File: src/tmr_irq_cfg.svh
// constants for the timer and interrupt control block
// assumes inclusion by bare name from presc_div, tmr_irq_ctrl and the bench
`ifndef TMR_IRQ_CFG_SVH
`define TMR_IRQ_CFG_SVH

// ************************************
// register indexes, byte address = 4 * index
// ************************************
`define IDX_CTRL     4'h6
`define IDX_TIMER    4'h7
`define IDX_HOLD_HI  4'h8
`define IDX_HOLD_LO  4'h9

// ************************************
// control port bit positions
// ************************************
`define BIT_EXT_EN   0
`define BIT_TMR_EN   1
`define BIT_ACT_LVL  2
`define BIT_RUN      3
`define BIT_PULSE    4
`define BIT_DIV2     5
`define BIT_DIV5     6
`define BIT_DIV20    7

// ************************************
// reset values and counts
// ************************************
`define CTRL_RST     8'h00
`define TIMER_ONE    8'h01
`define FACT_ONE     16'h0001
`define FACT_DIV2    16'h0002
`define FACT_DIV5    16'h0005
`define FACT_DIV20   16'h0014
`define MC_SHORT     3'h4
`define MC_LONG      3'h6
`define VEC_TIMER    12'h020
`define VEC_EXT      12'h0a0
`define VEC_RST      12'h000

`endif

File: src/tmr_irq_pkg.sv
// types for the timer and interrupt control block
// assumes tmr_irq_cfg.svh holds all numeric constants
`default_nettype none
package tmr_irq_pkg;

    // ************************************
    // timer modes
    // ************************************
    typedef enum logic [1:0] {
        MODE_INTERVAL = 2'b00,
        MODE_PULSE    = 2'b01,
        MODE_EVENT    = 2'b10
    } mode_t;

    // ************************************
    // state records
    // ************************************
    typedef struct packed {
        logic [15:0] cnt;
        logic        tick;
    } presc_state_t;

    typedef struct packed {
        logic        wr_d;
        logic [3:0]  idx_d;
        logic [31:0] rdata;
        logic [7:0]  ctrl;
        logic [7:0]  timer;
        logic [7:0]  reload;
        logic [7:0]  hold_hi;
        logic [7:0]  hold_lo;
        logic        sync1;
        logic        sync2;
        logic        act_d;
        logic        tmr_pend;
        logic        ext_pend;
        logic        phi;
        logic [2:0]  mc;
        logic        irq;
        logic [11:0] vec;
    } core_state_t;

endpackage : tmr_irq_pkg
`default_nettype wire

File: src/presc_div.sv
// prescaler: divides the phase-clock enable by a 16-bit value
// assumes div is never zero and phi_en is a one-cycle enable
`timescale 1ns/1ps
`default_nettype none
`include "tmr_irq_cfg.svh"
module presc_div
    import tmr_irq_pkg::*;
(
    // clock and reset
    input  wire logic        hclk,
    input  wire logic        hresetn,
    // control
    input  wire logic        phi_en,
    input  wire logic        clr,
    input  wire logic [15:0] div,
    // count enable out
    output logic             tick
);

    presc_state_t s;
    presc_state_t n;

    // ************************************
    // division
    // ************************************
    always_comb begin
        n = s;
        n.tick = 1'b0;
        if (clr) begin
            n.cnt = '0;
        end else if (phi_en) begin
            // >= guards a divisor lowered while counting
            if (s.cnt >= div - `FACT_ONE) begin
                n.cnt = '0;
                n.tick = 1'b1;
            end else begin
                n.cnt = s.cnt + `FACT_ONE;
            end
        end
    end

    always_ff @(posedge hclk or negedge hresetn) begin
        if (!hresetn) begin
            s <= '0;
        end else begin
            s <= n;
        end
    end

    assign tick = s.tick;
endmodule : presc_div
`default_nettype wire

File: src/tmr_irq_ctrl.sv
// timer and interrupt control: 8-bit down timer, prescaler, edge irq
// assumes an ahb-lite master and a core that acks the presented vector
//
// Operation
// - bit 4 clear with any prescale bit set selects interval mode.
// - interval mode with bit 3 set counts down from reload per tick.
// - count after 01 reloads the timer and sets the timer request.
// - reload value 00 gives a 256-count request period.
// - timer request reaches the core only while bit 1 is set.
// - timer request clears only by core ack or a timer write.
// - timer reads return the count without disturbing anything.
// - bit 3 clear holds the count and resets the prescaler.
// - requests pass to the core on 4 or 6 phase machine cycles.
// - bit 4 set with a prescale bit set selects pulse width mode.
// - bit 2 sets edge input active level, one meaning active high.
// - pulse mode counts only while the edge input is active.
// - pulse mode trailing edge stops counting, may set external request.
// - bit 4 and all prescale bits clear select event counter mode.
// - event mode decrements per active edge, no prescaler.
// - interval and event modes latch external request on active edge.
// - external request holds until ack or bit 0 clear.
// - core takes a forwarded request only when its allow flag is set.
// - timer request is serviced before the external one.
// - vectors are 020 for timer and 0a0 for external.
// - core ack after the vector clears the matching request.
// - timer write loads timer and reload, clears prescaler and request.
// - bits 5, 6, 7 select factors 2, 5, 20, multiplied together.
// - all prescale bits and nonzero holding pair divide by that pair.
// - control read gives zeros in bits 0 to 6, pin in bit 7.
//
// Chosen here: the AHB-Lite register port and the address map.
`timescale 1ns/1ps
`default_nettype none
`include "tmr_irq_cfg.svh"
module tmr_irq_ctrl
    import tmr_irq_pkg::*;
(
    // clock and reset
    input  wire logic        hclk,
    input  wire logic        hresetn,
    // ahb-lite slave
    input  wire logic        hsel,
    input  wire logic [31:0] haddr,
    input  wire logic [1:0]  htrans,
    input  wire logic        hwrite,
    input  wire logic [2:0]  hsize,
    input  wire logic [31:0] hwdata,
    input  wire logic        hready,
    output logic             hreadyout,
    output logic             hresp,
    output logic [31:0]      hrdata,
    // edge input pin
    input  wire logic        edge_event_input,
    // processor core side
    input  wire logic        long_cycle,
    input  wire logic        cpu_irq_allow_flag,
    input  wire logic        irq_ack,
    output logic             irq_req,
    output logic             irq_take,
    output logic [11:0]      irq_vector
);

    core_state_t s;
    core_state_t n;

    mode_t       mode;
    logic        aph;
    logic        hit;
    logic        cwr;
    logic        twr;
    logic        act;
    logic        rise;
    logic        fall;
    logic        tick;
    logic        presc_clr;
    logic        step;
    logic        reload_now;
    logic        fwd_t;
    logic        fwd_e;
    logic        bound;
    logic        ack_t;
    logic        ack_e;
    logic        ext_set;
    logic [2:0]  mc_len;
    logic [15:0] fac;
    logic [15:0] div;

    // ************************************
    // mode and prescaler selection
    // ************************************
    always_comb begin
        if (s.ctrl[`BIT_PULSE]) begin
            mode = MODE_PULSE;
        end else if (|s.ctrl[`BIT_DIV20:`BIT_DIV2]) begin
            mode = MODE_INTERVAL;
        end else begin
            mode = MODE_EVENT;
        end
    end

    always_comb begin
        fac = `FACT_ONE;
        if (s.ctrl[`BIT_DIV2]) begin
            fac = 16'(fac * `FACT_DIV2);
        end
        if (s.ctrl[`BIT_DIV5]) begin
            fac = 16'(fac * `FACT_DIV5);
        end
        if (s.ctrl[`BIT_DIV20]) begin
            fac = 16'(fac * `FACT_DIV20);
        end
    end

    // holding pair only when all three factor bits are set
    assign div = (&s.ctrl[`BIT_DIV20:`BIT_DIV2]) && ({s.hold_hi, s.hold_lo} != '0)
               ? {s.hold_hi, s.hold_lo} : fac;

    // ************************************
    // edge input
    // ************************************
    // sync2 only: sync1 feeds nothing else
    assign act  = ~(s.sync2 ^ s.ctrl[`BIT_ACT_LVL]);
    assign rise = act & ~s.act_d;
    assign fall = ~act & s.act_d;

    // ************************************
    // counting
    // ************************************
    assign aph = hsel & htrans[1] & hready;
    assign hit = (haddr[31:6] == '0) && (haddr[5:2] >= `IDX_CTRL)
              && (haddr[5:2] <= `IDX_HOLD_LO);
    assign cwr = s.wr_d && (s.idx_d == `IDX_CTRL);
    assign twr = s.wr_d && (s.idx_d == `IDX_TIMER);

    always_comb begin
        presc_clr = 1'b1;
        step = 1'b0;
        if (mode == MODE_INTERVAL) begin
            presc_clr = ~s.ctrl[`BIT_RUN] | twr;
            step = s.ctrl[`BIT_RUN] & tick;
        end else if (mode == MODE_PULSE) begin
            presc_clr = ~s.ctrl[`BIT_RUN] | twr | ~act;
            step = s.ctrl[`BIT_RUN] & act & tick;
        end else begin
            step = s.ctrl[`BIT_RUN] & rise;
        end
    end

    presc_div u_presc (
        .hclk    (hclk),
        .hresetn (hresetn),
        .phi_en  (s.phi),
        .clr     (presc_clr),
        .div     (div),
        .tick    (tick)
    );

    assign reload_now = step & (s.timer == `TIMER_ONE) & ~twr;

    // ************************************
    // request handling
    // ************************************
    always_comb begin
        if (mode == MODE_PULSE) begin
            ext_set = s.ctrl[`BIT_EXT_EN] & fall;
        end else begin
            ext_set = s.ctrl[`BIT_EXT_EN] & rise;
        end
    end

    assign fwd_t  = s.tmr_pend & s.ctrl[`BIT_TMR_EN];
    assign fwd_e  = s.ext_pend;
    assign mc_len = long_cycle ? `MC_LONG : `MC_SHORT;
    // a boundary is the last phase period of a machine cycle;
    // >= ends a cycle at once if long_cycle drops mid-way, no wrap
    assign bound  = s.phi && (s.mc >= mc_len - 3'h1);
    assign ack_t  = irq_ack & s.irq & (s.vec == `VEC_TIMER);
    assign ack_e  = irq_ack & s.irq & (s.vec == `VEC_EXT);

    // ************************************
    // next state
    // ************************************
    always_comb begin
        n = s;
        n.phi = ~s.phi;
        n.wr_d = aph & hwrite & hit;
        n.idx_d = haddr[5:2];
        n.sync1 = edge_event_input;
        n.sync2 = s.sync1;
        n.act_d = act;
        if (cwr) begin
            n.ctrl = hwdata[7:0];
        end
        if (s.wr_d && (s.idx_d == `IDX_HOLD_HI)) begin
            n.hold_hi = hwdata[7:0];
        end
        if (s.wr_d && (s.idx_d == `IDX_HOLD_LO)) begin
            n.hold_lo = hwdata[7:0];
        end
        if (twr) begin
            n.timer = hwdata[7:0];
            n.reload = hwdata[7:0];
        end else if (reload_now) begin
            n.timer = s.reload;
        end else if (step) begin
            n.timer = s.timer - `TIMER_ONE;
        end
        // set wins over ack; a timer write clears outright
        if (twr) begin
            n.tmr_pend = 1'b0;
        end else if (reload_now) begin
            n.tmr_pend = 1'b1;
        end else if (ack_t) begin
            n.tmr_pend = 1'b0;
        end
        if (!n.ctrl[`BIT_EXT_EN]) begin
            n.ext_pend = 1'b0;
        end else if (ext_set) begin
            n.ext_pend = 1'b1;
        end else if (ack_e) begin
            n.ext_pend = 1'b0;
        end
        if (s.phi) begin
            n.mc = bound ? 3'h0 : s.mc + 3'h1;
        end
        // requests are raised only at machine-cycle boundaries; an ack drops them at once
        if (irq_ack) begin
            n.irq = 1'b0;
        end else if (bound) begin
            n.irq = fwd_t | fwd_e;
            if (fwd_t) begin
                n.vec = `VEC_TIMER;
            end else if (fwd_e) begin
                n.vec = `VEC_EXT;
            end
        end
        // read data taken from the post-write view, so a read right
        // after a write sees the new value
        if (aph && !hwrite) begin
            if (!hit) begin
                n.rdata = '0;
            end else if (haddr[5:2] == `IDX_CTRL) begin
                n.rdata = {24'h000000, s.sync2, 7'h00};
            end else if (haddr[5:2] == `IDX_TIMER) begin
                n.rdata = {24'h000000, n.timer};
            end else if (haddr[5:2] == `IDX_HOLD_HI) begin
                n.rdata = {24'h000000, n.hold_hi};
            end else begin
                n.rdata = {24'h000000, n.hold_lo};
            end
        end
    end

    always_ff @(posedge hclk or negedge hresetn) begin
        if (!hresetn) begin
            s <= '0;
        end else begin
            s <= n;
        end
    end

    // ************************************
    // outputs
    // ************************************
    // zero wait states; hsize ignored, word access only
    assign hreadyout  = 1'b1;
    assign hresp      = 1'b0;
    assign hrdata     = s.rdata;
    assign irq_req    = s.irq;
    assign irq_vector = s.vec;
    // the core still decides when to take it
    assign irq_take   = s.irq & cpu_irq_allow_flag;
endmodule : tmr_irq_ctrl
`default_nettype wire

File: config.mk
export PLATFORM = sky130hd
export DESIGN_NAME = tmr_irq_ctrl
export DESIGN_NICKNAME = d
export VERILOG_FILES = /design/src/tmr_irq_pkg.sv /design/src/presc_div.sv /design/src/tmr_irq_ctrl.sv
export VERILOG_INCLUDE_DIRS = /design/src
export SDC_FILE = /design/constraint.sdc
export NUM_CORES = 1
export LEC_CHECK = 0
export BUFFER_PORTS_ARGS = -buffer_cell sky130_fd_sc_hd__buf_2
export CAP_MARGIN = 20
export CORE_MARGIN = 5
export CORE_UTILIZATION = 40
export DETAILED_ROUTE_END_ITERATION = 8
export HOLD_SLACK_MARGIN = 0.03
export PLACE_DENSITY = 0.62
export SLEW_MARGIN = 0
export SYNTH_ARGS = -nofsm -noshare
export SYNTH_HDL_FRONTEND = slang
export SYNTH_SLANG_ARGS = --single-unit
File: constraint.sdc
create_clock -name hclk -period 4.48 [get_ports hclk]
set_clock_uncertainty 0.2 [all_clocks]
set_input_delay 0.448 -clock hclk [delete_from_list [all_inputs] [get_ports hclk]]
set_output_delay 0.448 -clock hclk [all_outputs]
set_load 0.01 [all_outputs]
# Word level (Yosys, flattened, before mapping)
# Index checks and enable logic that the tools add are counted.
# word_totals
register_bits	116
in_bits	78
out_inout_bits	48
# op_classes
add_sub_neg	5
mul	2
order_cmp	4
n_eq_ne	12
muxes	38
bitwise_logic	29
reduce_logical	20
# op_table
op	n
16-bit 2-to-1 mux	5
8-bit 2-to-1 mux	9
26-bit zero test	1
12-bit 2-to-1 mux	2
1-bit bitwise AND	19
17-bit 2-to-1 mux	1
16-bit by 1-bit adder with 16-bit output, second input constant	1
4-bit by 3-bit == test with 1-bit output, second input constant	4
16-bit >= comparator	1
16-bit by 3-bit multiplier with 14-bit output, second input constant	1
16-bit by 3-bit multiplier with 16-bit output, second input constant	1
16-bit nonzero test	1
16-bit by 1-bit subtractor with 16-bit output, second input constant	1
1-bit 2-to-1 mux	15
13-bit 2-to-1 mux	1
12-bit by 6-bit == test with 1-bit output, second input constant	1
12-bit by 8-bit == test with 1-bit output, second input constant	1
4-bit == test, second input constant	3
1-bit logical AND	9
8-bit by 1-bit == test with 1-bit output, second input constant	1
2-bit 2-to-1 mux	4
8-bit by 1-bit subtractor with 8-bit output, second input constant	1
1-bit inverter	6
3-bit AND reduction	2
other kinds (15)	19

# Longest topological paths before layout
# logic_depth
word_depth	13
mapped_depth	19

# Hierarchy
# A second synthesis with hierarchy kept.
# unflattened
cells_unflattened	629
area_unflattened_um2	5667.9
# by_module_without_submodules
module	instances	cells_each	area_each_um2	seq_area_each_um2
tmr_irq_ctrl	1	446	4121.5	1626.6
presc_div	1	183	1546.5	425.4

# Least setup slack after synthesis
# No wires, ideal clock.
# synth_path
path_type	register to register
from	reg s[27] in the netlist's numbering
to	reg u_presc.s[14] in the netlist's numbering
arrival_time_ns	4.428
required_time_ns	4.214
path_slack_ns	-0.215
path_stages_with_launch	20
synth_period_minus_slack_ns	4.695
path_cell_list	dfrtp_1 or4_1 buf_6 o21ai_1 a2bb2oi_1 ha_1 inv_1 a2111oi_4 a21boi_4 mux2i_1 a22oi_2 ha_1 a21o_1 a21o_1 a21oi_1 o21ai_0 a211oi_1 clkbuf_1 a21o_1 a22o_1
# synth_via
elab_chain_len	8
# synth_lines
item	line_no	source
start: declaration	tmr_irq_ctrl.sv:63	core_state_t s;
start signal: assignment	tmr_irq_ctrl.sv:258	s <= n;
16-bit nonzero test	tmr_irq_ctrl.sv:115	assign div = (&s.ctrl[`BIT_DIV20:`BIT_DIV2]) && ({s.hold_hi, s.hold_lo} != '0)
1-bit logical AND	tmr_irq_ctrl.sv:115	
16-bit 2-to-1 mux (*)	tmr_irq_ctrl.sv:115	
16-bit by 1-bit subtractor with 16-bit output (no line) (*)	n/a	
16-bit >= comparator (no line) (*)	n/a	
16-bit 2-to-1 mux (*)	presc_div.sv:33	if (s.cnt >= div - `FACT_ONE) begin
17-bit 2-to-1 mux (*)	presc_div.sv:31	end else if (phi_en) begin
16-bit 2-to-1 mux (*)	presc_div.sv:29	if (clr) begin
end signal: assignment	presc_div.sv:46	s <= n;
end: declaration	presc_div.sv:20	presc_state_t s;
# Mark *: on every way between the ends. The rest lies on a longest branch, timed or not. The select of a mux whose other input is x is not followed.
# A chain may end at the register's enable or synchronous reset.

# Worst setup path in the final report
# layout_path
from	reg s[60] in the netlist's numbering
to	reg u_presc.s[10] in the netlist's numbering
# layout_via
elab_chain_len	9
word_cells_on_any_way	19
# layout_lines
item	line_no	source
16-bit 2-to-1 mux	tmr_irq_ctrl.sv:106	if (s.ctrl[`BIT_DIV5]) begin
16-bit by 3-bit multiplier with 14-bit output (no line)	n/a	
16-bit 2-to-1 mux	tmr_irq_ctrl.sv:109	if (s.ctrl[`BIT_DIV20]) begin
16-bit 2-to-1 mux	tmr_irq_ctrl.sv:115	
16-bit by 1-bit subtractor with 16-bit output (no line)	n/a	
16-bit >= comparator (no line)	n/a	
16-bit 2-to-1 mux	presc_div.sv:33	
17-bit 2-to-1 mux	presc_div.sv:31	
16-bit 2-to-1 mux	presc_div.sv:29	
# Parallel ways exist; a longest one is shown, timed or not. The select of a mux whose other input is x is not followed.

==> impl_metrics.csv <==
group,metric,value,unit
detailed_routing,via_count,4591,
setup_path,rr_worst_depth,17,
synth,synthArstFlopShare,100.0,%
clock_network,clk_transition_reported_paths,70,ps
placed_design,dpl_cell_area,0.005988,mm²
finish,post_layout_nonfiller_instances,869,
timing,max_freq,0.2261,GHz
placed_design,gp_congestion,0.8551,
min_path,min_path_type,"input pin to flop",
timing,grt_setup_unrepaired,"yes",
setup_path,regToRegEndpoint,"u_presc.s[10]",
synth,ys_warn_count,0,
flow_run,maxCapViolations,0,
pwr,powerDensity,246.6,mW/mm²
detailed_routing,final_antenna_net_count,0,
setup_path,cp.required,4500,ps
setup_path,r2r_start,"s[60]",
placed_design,dpl.cell_count,841,
clock_network,clk_latency,340,ps
synth,netlist_instances,597,
timing,tightest_slew,924.5,ps
setup_path,end_kind,"flop",
synth,synth.distinct_cells,69,
timing,maxSlewViolCount,0,
global_route,grt_max_degree,57,
global_route,grtUsageTotal,16.93,%
detailed_routing,drc_errors,0,
setup_path,path_max_fanout,6,
floorplanning,die_w,126.8,µm
detailed_routing,viasPerCell,5.283,
pwr,p_leak,3.147,nW
timing,fin_crit_sh,98.73,%
pwr,total_power,1.610,mW
floorplanning,die_area,0.01608,mm²
synth,ys.flop_type,"dfrtp_1",
floorplanning,die_height,126.8,µm
finish,layout-drive-gt1-share,26.12,%
detailed_routing,wl_per_cell,15.75,µm
detailed_routing,dr.first_iter.drc_count,185,
setup_path,startpoint_type,"flop",
floorplanning,io_pins,126,
synth,synth-edff-count,0,
clock_network,clock-sinks,82,
status,outcome,"completed",
timing,setup_viol,0,
finish,diodes,0,
placed_design,portBuffers,59,
placed_design,dp_hpwl,10280,µm
timing,period_needed,4423,ps
synth,synth_seq_cells,82,
global_route,grt_pass1_vias,4653,
pwr,peakVddDrop,0.0001902,V
global_route,grt-ovfl-total,0,
clock_network,clock_path_buffers,2,
floorplanning,rows,42,
setup_path,reg2reg_slack,60,ps
setup_path,path_class,"flop to flop",
setup_path,cp.arrival,4440,ps
finish,final_cell_mix,"dfrtp_1 (82), nand2_1 (69), buf_2 (58), buf_4 (44), nor2_1 (43)",
setup_path,endpoint,"u_presc.s[10]",
finish,final_common_cell,"dfrtp_1",
floorplanning,core_area,0.01330,mm²
finish,nets,796,
finish,area.growth.synth_to_final,19.62,%
synth,netlist_area,0.005459,mm²
clock_network,cts_buffers,9,
global_route,antenna_found_initial,0,
setup_path,cp-startpoint,"s[60]",
synth,synth_area_per_cell,9.144,µm²
floorplanning,start_util,41.06,%
timing,hold_viol_final,0,
detailed_routing,postRouteWirelength,13690,µm
clock_network,cts_tree,"built",
synth,yosysSeqAreaShare,37.59,%
global_route,grt_first_pass_wirelength,22400,µm
clock_network,cts-root-buf,"clkbuf_16",
timing,slew_headroom,38.24,%
detailed_routing,drt-pass1-iter-count,5,
clock_network,cts.htree.levels,3,
finish,finalInstanceArea,0.006530,mm²
[through the flow]
step / hold WS [ps] / utilization (%) / TNS, ps / setup WS, ps
after global placement: 133.3 / 45.04 / 0 / 43.85
after CTS: 32.46 / 47.44 / 0 / 9.543
after global routing: 46.50 / 49.12 / -1564 / -134.7
after floorplan: -47.59 / - / 0 / 59.96
final: 42.21 / 49.12 / 0 / 56.90
after detailed placement: 147.1 / 45.04 / -602.4 / -88.21
[cell usage after synthesis (all sizes together) (7+ instances only)]
cell / number / area [µm²]
a21o: 12 / 90.09
a21oi: 22 / 113.9
and2: 8 / 50.05
and3: 9 / 56.30
buf: 49 / 366.6
clkbuf: 13 / 48.80
dfrtp: 82 / 2052
ha: 30 / 375.4
inv: 23 / 86.33
mux2: 24 / 270.3
mux2i: 9 / 90.09
nand2: 70 / 262.8
nand2b: 7 / 43.79
nand3: 18 / 90.09
nand4: 9 / 62.56
nor2: 44 / 165.2
nor3: 15 / 86.34
nor4: 13 / 102.6
o211ai: 9 / 72.57
o21ai: 37 / 185.2
[worst min-delay path by stage]
stage               startpoint    end  slack, ps  cells past startpoint
finish                haddr[5]  s[97]         40                      1
detailed placement       n[20]  s[20]        150                      0
global placement         n[20]  s[20]        130                      0
CTS                   haddr[5]  s[97]         30                      1
floorplan              hresetn  fwd_e        -50                      0
global route          haddr[3]  s[95]         50                      1
[cell families after synthesis]
| family | share of synthesized area, % |
|---|---|
| xor+xnor | 1.604 |
| flops | 37.59 |
| buf+inv | 9.191 |
| other cells | 0.1376 |
| fa+ha+maj | 6.876 |
| mux | 6.601 |
| compound gates | 17.14 |
| simple gates | 20.86 |
[area by class of cell]
type                            instances  area [µm²]
Inverter                               23       86.33
Clock buffer                           10       229.0
Clock inverter                          6       47.55
Tap cell                              176       220.2
Sequential cell                        82        2052
Multi-Input combinational cell        464        3171
Fill cell                            1262        6765
Timing Repair Buffer                  108       724.4
[per-layer routing]
metal / part of all wire, % / global-route usage [%]
met2: 49 / 27.77
met4: 1.9 / 5.552
met1: 46 / 22.60
met5: 0 / 0
met3: 3.8 / 3.153
[state kept, by name, indices dropped and copies added, names as in the netlist]
| register | cells |
|---|---|
| u_presc.s | 16 |
| s | 52 |
| u_presc.tick | 1 |
| irq_vector | 2 |
| n | 1 |
| fwd_e | 1 |
| irq_req | 1 |
| hrdata | 8 |
[repair_timing]
action                                  CTS  global route
hold buffers                              2             0
pin swaps                                 2            13
gates resized for setup                   2            25
gates cloned                              0             2
hold endpoints to repair                 56             0
endpoints found under the setup margin   12            16
buffers inserted                          1             6
[power by group]
| group | internal (mW) | switching, mW | total (mW) | leakage, nW |
|---|---|---|---|---|
| registers | 0.757 | 0.0146 | 0.772 | 1.03 |
| logic | 0.0520 | 0.0805 | 0.132 | 1.98 |
| clock network | 0.384 | 0.322 | 0.706 | 0.140 |
| total | 1.19 | 0.417 | 1.61 | 3.15 |
[critical path, stage by stage, from the launching register on]
cell and delay, ps:
dfrtp_1 420, ha_2 220, ha_4 270, and3b_1 180, or4_4 510, nor2_4 100
a2bb2oi_2 130, nand4_1 230, nor3_2 250, mux2_4 330, ha_4 270, nand4_1 120
nor3_4 280, a211oi_4 90, buf_4 160, buf_12 120, and3_1 150, a221o_1 260
Note: power is estimated with default switching activity, not from simulation.
